### src/shared/rtc_cfg_pkg.sv
// Register map and field layout of the clock configuration/calibration/power-control block.
// Assumes a 32-bit APB slave; 16-bit registers sit in the low half of each word.
package rtc_cfg_pkg;
    localparam logic [7:0]  OFF_CFG_CAL   = 8'h00;
    localparam logic [7:0]  OFF_PWR_CTRL  = 8'h04;
    localparam logic [7:0]  OFF_VAL_HIGH  = 8'h08;
    localparam logic [7:0]  OFF_VAL_LOW   = 8'h0C;
    localparam logic [7:0]  OFF_STATUS    = 8'h10;

    localparam int          BIT_MOD_EN    = 15;
    localparam int          BIT_WR_EN     = 13;
    localparam int          BIT_SYNC      = 12;
    localparam int          BIT_HALF_SEC  = 11;
    localparam int          BIT_OUT_EN    = 10;
    localparam int          PTR_LSB       = 8;
    localparam int          CAL_LSB       = 0;

    localparam int          BIT_PWC_EN    = 15;
    localparam int          BIT_PWC_POL   = 14;
    localparam int          BIT_PWC_PRE   = 13;
    localparam int          BIT_PWS_PRE   = 12;
    localparam int          CLK_SEL_LSB   = 10;
    localparam int          OUT_SEL_LSB   = 8;

    localparam logic [15:0] CFG_CAL_RESET = 16'h0000;
    localparam logic [15:0] PWR_RESET     = 16'h0000;
    localparam logic [15:0] PWR_WMASK     = 16'hFF00;

    localparam logic [1:0]  PTR_MIN_MONTH  = 2'h2;
    localparam logic [1:0]  PTR_WDAY_HOURS = 2'h1;
    localparam logic [1:0]  PTR_MIN_SEC    = 2'h0;
    localparam logic [1:0]  PTR_RSVD_YEAR  = 2'h3;

    localparam int          CAL_WINDOW_S  = 15;
endpackage

### src/hw/rtc_cfg_regs.sv
// APB register logic: configuration/calibration, power control and the value-register window.
// Assumes calendar counters live outside; they supply field values and take write strobes.
// Assumes one bus clock; half_sec_set, sync_busy and pwr_ctrl_req come from logic on that clock.
// Assumes presetn is the power-on reset only; no other reset source reaches this block.
//
// Register access over APB and the placing of the registers were chosen for this implementation.
`timescale 1ns/10ps
// Summary of operation
// - Pointer selects month/weekday/minutes high, year/day/hours/seconds low; 11 high reserved.
// - Config/calibration register resets only on power-on reset.
// - Module enable write accepted only while value write enable is 1.
// - Half-second status read-only, cleared by write of minutes/seconds low byte.
// - Eight-bit calibration field in bits 7..0; +127 pulses per 15 seconds max.
// - Power-control output driven only when enabled; polarity picks active level.
// - Pointer decrements on each high value register access, stopping at 00.
// - Value register writes blocked while write enable is 0.
module rtc_cfg_regs (
    input  wire logic        pclk,             // Bus clock
    input  wire logic        presetn,          // Power-on reset, active low
    input  wire logic        psel,             // APB select
    input  wire logic        penable,          // APB access phase
    input  wire logic        pwrite,           // APB direction
    input  wire logic [7:0]  paddr,            // APB byte address
    input  wire logic [31:0] pwdata,           // APB write data
    input  wire logic [3:0]  pstrb,            // APB byte strobes
    output logic      [31:0] prdata,           // APB read data
    output logic             pready,           // APB ready
    output logic             pslverr,          // APB error
    input  wire logic [15:0] val_high_in,      // Calendar field, high window
    input  wire logic [15:0] val_low_in,       // Calendar field, low window
    input  wire logic        half_sec_set,     // Pulse: second half of second began
    input  wire logic        sync_busy,        // Rollover ripple in progress
    input  wire logic        pwr_ctrl_req,     // Power window active, from time base
    output logic      [15:0] val_wdata,        // Value write data
    output logic      [1:0]  val_wptr,         // Window pointer of the write
    output logic             val_high_wr,      // Pulse: high value write
    output logic             val_low_wr,       // Pulse: low value write
    output logic             prescale_reset,   // Pulse: minutes/seconds low byte written
    output logic             module_enable,    // Clock module enable
    output logic             output_enable,    // Clock output enable
    output logic signed [7:0] cal_value,       // Signed drift calibration per window
    output logic      [1:0]  clk_source_sel,   // Time base source select
    output logic      [1:0]  out_source_sel,   // Output source select
    output logic             stab_prescale,    // Stability window prescale
    output logic             samp_prescale,    // Sample window prescale
    output logic             pwr_ctrl_out,     // Power-control pin level
    output logic             pwr_ctrl_oe       // Power-control pin drive enable
);
    // Configuration/calibration and power-control state
    logic [15:0] cfg_reg;
    logic [15:0] cfg_next;
    logic [15:0] pwr_reg;
    logic [15:0] pwr_next;

    // Value-register write path towards the calendar counters
    logic [15:0] val_wdata_reg;
    logic [15:0] val_wdata_next;
    logic [1:0]  val_wptr_reg;
    logic [1:0]  val_wptr_next;
    logic        hi_wr_reg;
    logic        hi_wr_next;
    logic        lo_wr_reg;
    logic        lo_wr_next;
    logic        pre_rst_reg;
    logic        pre_rst_next;

    // Read path
    logic [31:0] prdata_reg;
    logic [31:0] prdata_next;

    // Bus phase decode
    logic        access;
    logic        wr;
    logic        rd_setup;
    logic        known;

    function automatic logic [15:0] merge16(input logic [15:0] old, input logic [31:0] d, input logic [3:0] s);
        merge16 = {s[1] ? d[15:8] : old[15:8], s[0] ? d[7:0] : old[7:0]};
    endfunction

    assign access = psel && penable;
    assign wr     = access && pwrite;
    // Read data is captured at the end of the setup phase, so that the registered
    // prdata already stands during the access phase, when pready is high.
    // Costs nothing in wait states; the value is that of the setup cycle.
    assign rd_setup = psel && !penable && !pwrite;
    assign known  = (paddr == rtc_cfg_pkg::OFF_CFG_CAL) ||
                    (paddr == rtc_cfg_pkg::OFF_PWR_CTRL) ||
                    (paddr == rtc_cfg_pkg::OFF_VAL_HIGH) ||
                    (paddr == rtc_cfg_pkg::OFF_VAL_LOW) ||
                    (paddr == rtc_cfg_pkg::OFF_STATUS);

    // Writes and pointer steps take effect at the access edge only; a read that is
    // refused for an unmapped address still returns zero.

    always_comb begin
        logic [15:0] m;
        logic        wen;
        logic        ptr_hit;
        m              = merge16(cfg_reg, pwdata, pstrb);
        wen            = cfg_reg[rtc_cfg_pkg::BIT_WR_EN];
        cfg_next       = cfg_reg;
        pwr_next       = pwr_reg;
        val_wdata_next = val_wdata_reg;
        val_wptr_next  = val_wptr_reg;
        hi_wr_next     = 1'b0;
        lo_wr_next     = 1'b0;
        pre_rst_next   = 1'b0;
        prdata_next    = prdata_reg;
        ptr_hit        = 1'b0;
        if (wr && paddr == rtc_cfg_pkg::OFF_CFG_CAL) begin
            cfg_next[rtc_cfg_pkg::BIT_WR_EN]  = m[rtc_cfg_pkg::BIT_WR_EN];
            cfg_next[rtc_cfg_pkg::BIT_OUT_EN] = m[rtc_cfg_pkg::BIT_OUT_EN];
            cfg_next[rtc_cfg_pkg::PTR_LSB +: 2] = m[rtc_cfg_pkg::PTR_LSB +: 2];
            cfg_next[rtc_cfg_pkg::CAL_LSB +: 8] = m[rtc_cfg_pkg::CAL_LSB +: 8];
            if (wen) begin
                cfg_next[rtc_cfg_pkg::BIT_MOD_EN] = m[rtc_cfg_pkg::BIT_MOD_EN];
            end
        end
        if (wr && paddr == rtc_cfg_pkg::OFF_PWR_CTRL) begin
            pwr_next = merge16(pwr_reg, pwdata, pstrb) & rtc_cfg_pkg::PWR_WMASK;
        end
        if (access && paddr == rtc_cfg_pkg::OFF_VAL_HIGH) begin
            ptr_hit = 1'b1;
        end
        if (wr && wen && paddr == rtc_cfg_pkg::OFF_VAL_HIGH) begin
            val_wdata_next = pwdata[15:0];
            val_wptr_next  = cfg_reg[rtc_cfg_pkg::PTR_LSB +: 2];
            hi_wr_next     = 1'b1;
        end
        if (wr && wen && paddr == rtc_cfg_pkg::OFF_VAL_LOW) begin
            val_wdata_next = pwdata[15:0];
            val_wptr_next  = cfg_reg[rtc_cfg_pkg::PTR_LSB +: 2];
            lo_wr_next     = 1'b1;
            if (cfg_reg[rtc_cfg_pkg::PTR_LSB +: 2] == rtc_cfg_pkg::PTR_MIN_SEC && pstrb[0]) begin
                pre_rst_next = 1'b1;
            end
        end
        // Set wins over the clear: the hardware event lands after the software clear
        if (pre_rst_next) begin
            cfg_next[rtc_cfg_pkg::BIT_HALF_SEC] = 1'b0;
        end
        if (half_sec_set) begin
            cfg_next[rtc_cfg_pkg::BIT_HALF_SEC] = 1'b1;
        end
        // Decrement happens after the access used the old pointer
        if (ptr_hit && cfg_reg[rtc_cfg_pkg::PTR_LSB +: 2] != rtc_cfg_pkg::PTR_MIN_SEC) begin
            cfg_next[rtc_cfg_pkg::PTR_LSB +: 2] = cfg_reg[rtc_cfg_pkg::PTR_LSB +: 2] - 2'h1;
        end
        cfg_next[rtc_cfg_pkg::BIT_SYNC] = sync_busy;
        cfg_next[14] = 1'b0;
        // Pointer cannot move between setup and access, so the captured field
        // matches the window that the access then steps past
        if (rd_setup) begin
            case (paddr)
                rtc_cfg_pkg::OFF_CFG_CAL:  prdata_next = {16'h0000, cfg_reg};
                rtc_cfg_pkg::OFF_PWR_CTRL: prdata_next = {16'h0000, pwr_reg};
                rtc_cfg_pkg::OFF_VAL_HIGH: prdata_next = (cfg_reg[rtc_cfg_pkg::PTR_LSB +: 2] ==
                                                          rtc_cfg_pkg::PTR_RSVD_YEAR) ? 32'h00000000 :
                                                         {16'h0000, val_high_in};
                rtc_cfg_pkg::OFF_VAL_LOW:  prdata_next = {16'h0000, val_low_in};
                rtc_cfg_pkg::OFF_STATUS:   prdata_next = {30'h00000000, sync_busy, pwr_ctrl_req};
                default:                   prdata_next = 32'h00000000;
            endcase
        end
    end

    // Only the power-on reset reaches these; no other reset source is wired in.
    // A user who adds a software reset must keep it away from cfg_reg and pwr_reg.
    always_ff @(posedge pclk or negedge presetn) begin
        if (!presetn) begin
            cfg_reg       <= rtc_cfg_pkg::CFG_CAL_RESET;
            pwr_reg       <= rtc_cfg_pkg::PWR_RESET;
            val_wdata_reg <= 16'h0000;
            val_wptr_reg  <= 2'h0;
            hi_wr_reg     <= 1'b0;
            lo_wr_reg     <= 1'b0;
            pre_rst_reg   <= 1'b0;
            prdata_reg    <= 32'h00000000;
        end else begin
            cfg_reg       <= cfg_next;
            pwr_reg       <= pwr_next;
            val_wdata_reg <= val_wdata_next;
            val_wptr_reg  <= val_wptr_next;
            hi_wr_reg     <= hi_wr_next;
            lo_wr_reg     <= lo_wr_next;
            pre_rst_reg   <= pre_rst_next;
            prdata_reg    <= prdata_next;
        end
    end

    assign pready         = 1'b1;
    assign pslverr        = access && !known;
    assign prdata         = prdata_reg;
    assign val_wdata      = val_wdata_reg;
    assign val_wptr       = val_wptr_reg;
    assign val_high_wr    = hi_wr_reg;
    assign val_low_wr     = lo_wr_reg;
    assign prescale_reset = pre_rst_reg;
    assign module_enable  = cfg_reg[rtc_cfg_pkg::BIT_MOD_EN];
    assign output_enable  = cfg_reg[rtc_cfg_pkg::BIT_OUT_EN];
    assign cal_value      = $signed(cfg_reg[rtc_cfg_pkg::CAL_LSB +: 8]);
    assign clk_source_sel = pwr_reg[rtc_cfg_pkg::CLK_SEL_LSB +: 2];
    assign out_source_sel = pwr_reg[rtc_cfg_pkg::OUT_SEL_LSB +: 2];
    assign stab_prescale  = pwr_reg[rtc_cfg_pkg::BIT_PWC_PRE];
    assign samp_prescale  = pwr_reg[rtc_cfg_pkg::BIT_PWS_PRE];
    assign pwr_ctrl_oe    = pwr_reg[rtc_cfg_pkg::BIT_PWC_EN];
    assign pwr_ctrl_out   = pwr_reg[rtc_cfg_pkg::BIT_PWC_EN] &&
                            (pwr_ctrl_req ~^ pwr_reg[rtc_cfg_pkg::BIT_PWC_POL]);
endmodule // rtc_cfg_regs

### config.mk
export PLATFORM = sky130hd
export DESIGN_NAME = rtc_cfg_regs
export DESIGN_NICKNAME = d
export VERILOG_FILES = /design/src/shared/rtc_cfg_pkg.sv /design/src/hw/rtc_cfg_regs.sv
export SDC_FILE = /design/constraint.sdc
export NUM_CORES = 1
export LEC_CHECK = 0
export ABC_AREA = 1
export BUFFER_PORTS_ARGS = -buffer_cell sky130_fd_sc_hd__buf_2
export CAP_MARGIN = 10
export CORE_MARGIN = 3
export CORE_UTILIZATION = 51
export DETAILED_ROUTE_END_ITERATION = 16
export PLACE_DENSITY = 0.95
export REMOVE_ABC_BUFFERS = 1
export SETUP_SLACK_MARGIN = 0.02
export SLEW_MARGIN = 20
export SYNTH_ARGS = -nofsm -noshare
export SYNTH_HDL_FRONTEND = slang
export SYNTH_SLANG_ARGS = --single-unit
### constraint.sdc
create_clock -name pclk -period 2.8 [get_ports pclk]
set_clock_uncertainty 0.2 [all_clocks]
set_input_delay 0.42 -clock pclk [delete_from_list [all_inputs] [get_ports pclk]]
set_output_delay 0.42 -clock pclk [all_outputs]
set_load 0.005 [all_outputs]
# Yosys cells after proc, flatten, opt, wreduce, memory -nomap -nowiden
# Index checks and enable logic that the tools add are counted.
# Widths: inputs -> output; s select.
[classes]
bitwise = 1
reduce_logical = 33
n_mux = 17
n_eq_ne = 5
addsub = 1
[ops]
columns = ["operator", "count"]
rows = [
  ["$pmux 16 s5", 1],
  ["$mux 16", 3],
  ["$eq 8x4->1 const B", 2],
  ["$logic_and 1x1->1", 14],
  ["$mux 10", 1],
  ["$reduce_bool 2->1", 5],
  ["$eq 8x3->1 const B", 1],
  ["$eq 8x5->1 const B", 1],
  ["$logic_not 8->1", 1],
  ["$mux 2", 4],
  ["$mux 8", 1],
  ["$reduce_and 2->1", 4],
  ["$mux 1", 7],
  ["$logic_or 1x1->1", 4],
  ["$logic_not 1->1", 3],
  ["$reduce_and 3->1", 1],
  ["$eq 2x2->1 const B", 1],
  ["$logic_not 2->1", 1],
  ["$sub 2x1->2 const B", 1],
  ["$xnor 1x1->1", 1],
]
[word_totals]
reg_bits = 76
input_bits = 84
output_inout_bits = 73
wordCells = 70

# Depth between registers and ports, before layout
[logic_depth]
word_depth = 7
depth_mapped = 9
ltp_nobuf = 9

# Least setup slack after synthesis
# Ideal clock, no wire load.
[synth_path]
path_kind = "in2out"
from = "input paddr[5]"
to = "output pslverr"
arrival_time_ns = 1.077
path_buffers = 0
cell_stages = 6
setup_slack_ns = 1.103
required_time_ns = 2.180
path_cell_list = "nor2_1 -> nand2_2 -> clkinv_2 -> nand2_2 -> nand3_1 -> nor3_1"
[synth_via]
elab_chain_cells = 7
elab_cells_between_ends = 11
classes_between = "eq/ne (4); reduce/logical (7)"
[synth_lines]
columns = ["item", "line", "text"]
rows = [
  ["start: declaration", "rtc_cfg_regs.sv:23", "input wire logic [7:0] paddr,"],
  ["$eq 8x3->1 or $logic_not 8->1 (tied branches)", "rtc_cfg_regs.sv:88, rtc_cfg_regs.sv:87", ""],
  ["$logic_or 1x1->1", "rtc_cfg_regs.sv:87", "assign known = (paddr == rtc_cfg_pkg::OFF_CFG_CAL) ||"],
  ["$logic_or 1x1->1", "rtc_cfg_regs.sv:88", "(paddr == rtc_cfg_pkg::OFF_PWR_CTRL) ||"],
  ["$logic_or 1x1->1", "rtc_cfg_regs.sv:89", "(paddr == rtc_cfg_pkg::OFF_VAL_HIGH) ||"],
  ["$logic_or 1x1->1 (*)", "rtc_cfg_regs.sv:90", "(paddr == rtc_cfg_pkg::OFF_VAL_LOW) ||"],
  ["$logic_not 1->1 (*)", "rtc_cfg_regs.sv:193", "assign pslverr = access && !known;"],
  ["$logic_and 1x1->1 (*)", "rtc_cfg_regs.sv:193", ""],
  ["end: declaration", "rtc_cfg_regs.sv:28", "output logic pslverr,"],
]
# Mark *: on every way between the ends. The rest lies on a longest branch, timed or not.

# Worst setup path after layout
# Same ends and word-level chain as after synthesis.

==> run_results.csv <==
group,metric,value,unit
critical_path,crit_path_top_delay_cell,"clkinv_2",
power,ir_drop,0.377,mV
layout,finalNonFillerCells,605,
critical_path,rrSetupSlack,1.07,ns
critical_path,crit_buf_inv,3,
grt,grt_pass1_vias,3130,
routing,ant_nets,0,
routing,num_vias,3228,
clock_tree,clock_latency,0.34,ns
routing,dr.pass1.iters,7,
critical_path,start_kind,"input port",
timing,totalNegativeSetupSlack,0,ns
clock_tree,clk_pin_slew,0.07,ns
layout,final_common_cell,"nand2_1",
placement,dpl.cell_count,588,
routing,vias_per_cell,5.34,
clock_tree,cts_buffers,9,
critical_path,path_max_fanout,25,
power,finalPower,0.00200,W
grt,grt_pass1_wl,14700,µm
routing,wl_per_cell,15.5,µm
clock_tree,clockBufferDepth,2,
critical_path,path_cells,"buf_2 -> nor2_1 -> nand2_2 -> clkinv_2 -> nand2_2 -> nand3_1 -> nor3_1 -> buf_2",
yosys,syn_inst,415,
layout,num_antenna_cells,0,
placement,place_congestion,0.874,
clock_tree,cts_sinks,60,
yosys,yosysSeqAreaShare,45.0,%
status,status,"complete, no violations",
grt,antenna_found_initial,0,
critical_path,critical-path-max-stage-delay,0.31,ns
floorplanning,start_util,54.5,%
timing,hold_viol_final,0,
clock_tree,postCtsSetupBuffers,0,
power,sequentialPowerShare,43.8,%
routing,wl,9400,µm
power,power_density,488,nW/µm²
flow_run,maxCapViolCount,0,
yosys,syn-cell-area,3340,µm²
layout,drive_above_1_share,34.9,%
timing,final.min_clock_period,2.35,ns
layout,post-route-cell-area,4090,µm²
critical_path,required,2.18,ns
power,p_int,0.00156,W
floorplanning,fp.dieW,86.9,µm
critical_path,cp_top_family,"simple AND/OR/NAND/NOR gates",
timing,maxSlewHeadroom,51.2,%
worst_hold_path,worstHoldPathType,"in2reg",
clock_tree,ctsRootBufferMaster,"clkbuf_8",
grt,grt_max_degree,33,
timing,fmaxAchievable,0.425,GHz
floorplanning,core_area,6130,µm²
clock_tree,htree_num_levels,3,
power,switchingPower,0.000433,W
power,power.share.combinational,7.2,%
yosys,synth_area_per_cell,8.05,µm²
critical_path,critical_path_class,"in2out",
floorplanning,rows,28,
grt,grt.overflow.total,0,
critical_path,end_kind,"output pin",
placement,portBuffers,121,
placement,placed_cell_area,3830,µm²
layout,final_cell_mix,"nand2_1, buf_2, dfrtp_1",
timing,slew_violations,0,
grt,grt_usage,25.3,%
power,p_sw_share,21.7,%
layout,final_nets,611,
yosys,synth_seq_cells,60,
power,p_leak,2.42,nW
layout,area_growth,22.4,%
routing,drcViolationCount,0,
critical_path,worstPathArrival,1.73,ns
timing,finalCritPeriodShare,83.9,%
floorplanning,dieArea,7560,µm²
placement,hpwl,7000,µm
timing,rsz0062_at_grt,"false",
timing,tightest_slew,0.732,ns
yosys,ys_warn_count,0,
floorplanning,die_y,86.9,µm
clock_tree,cts_tree,"done",
routing,drtIter0Drc,293,
floorplanning,ios,157,
power,p_clk_share,49.0,%
timing,setup_violations,0,
yosys,synth.distinct_cells,25,
power by group through the flow:
stage	sequential (W)	clock, W	combinational (W)
final	0.000875	0.000978	0.000143
after global routing	0.000875	0.00103	0.000160
after CTS	0.000875	0.000985	0.000142
after detailed placement	0.000891	0	0.000140
after global placement	0.000891	0	0.000135
after floorplan	0.000891	0	0.0000506
path summary, 6_finish.rpt:
| path | from | endpoint | depth (start not counted) |
|---|---|---|---|
| min | sync_busy | cfg_reg[12] | 1 |
| max reg2reg | cfg_reg[9] | prdata[4] | 6 |
| max | paddr[5] | pslverr | 8 |
| min in group asynchronous | presetn | val_wdata[15] | 2 |
| max in group asynchronous | presetn | prdata[9] | 3 |
| min reg2reg | val_wdata[15] | val_wdata[15] | 2 |
per-stage QoR:
step           utilization (%)  hold slack [ns]  worst slack [ns]
4_1_cts                   66.7          0.00314             0.477
2_1_floorplan                -          -0.0756             0.918
3_5_place_dp              62.4            0.262             0.496
6_report                  66.7           0.0198             0.450
3_3_place_gp              62.4            0.259             0.538
5_1_grt                   66.7           0.0117             0.358
final cells by class:
| type | instances | area (µm²) |
|---|---|---|
| Fill cell | 471 | 2040 |
| Timing Repair Buffer | 124 | 643 |
| Inverter | 41 | 155 |
| Clock inverter | 4 | 95.1 |
| Clock buffer | 12 | 155 |
| Multi-Input combinational cell | 289 | 1440 |
| Tap cell | 75 | 93.8 |
| Sequential cell | 60 | 1500 |
worst register-to-register path: stages (launching register included):
cell,delay (ns)
dfrtp_1,0.43
ha_1,0.41
inv_1,0.21
nand3_1,0.15
nand3_1,0.09
nand2_1,0.08
nand2_1,0.05
metal layers:
metal  track usage (%)  vias up  part of all wire, %
met2              42.1      228                   49
met4              17.8        0                  6.7
met3              4.35       73                  8.2
met1              29.5     1436                   36
li1                  -     1491                    -
met5                 0        -                    0
synth_stat cells (all sizes together):
cell type  number  area [µm²]
clkinv          1        5.00
clkbuf          3        11.3
nor2           25         158
nand4          11        68.8
a21o            1        7.51
conb            2        7.51
o21ai          38         269
ha              2        25.0
dfrtp          60        1500
nor3            1        5.00
buf            37         285
nand3          49         258
a21oi           1        5.00
inv            40         150
nand2         144         583
cells by family after synthesis:
| logic type | share of synthesized area (%) |
|---|---|
| buf+inv | 13.5 |
| flops | 45.0 |
| compound gates | 8.43 |
| fa+ha+maj | 0.749 |
| other cells | 0.225 |
| simple gates | 32.1 |
repair_timing:
item	CTS	global route
endpoints found under the hold margin	31	0
hold buffers	1	0
gates resized for setup	0	0
(Power assumes the default switching activity.)
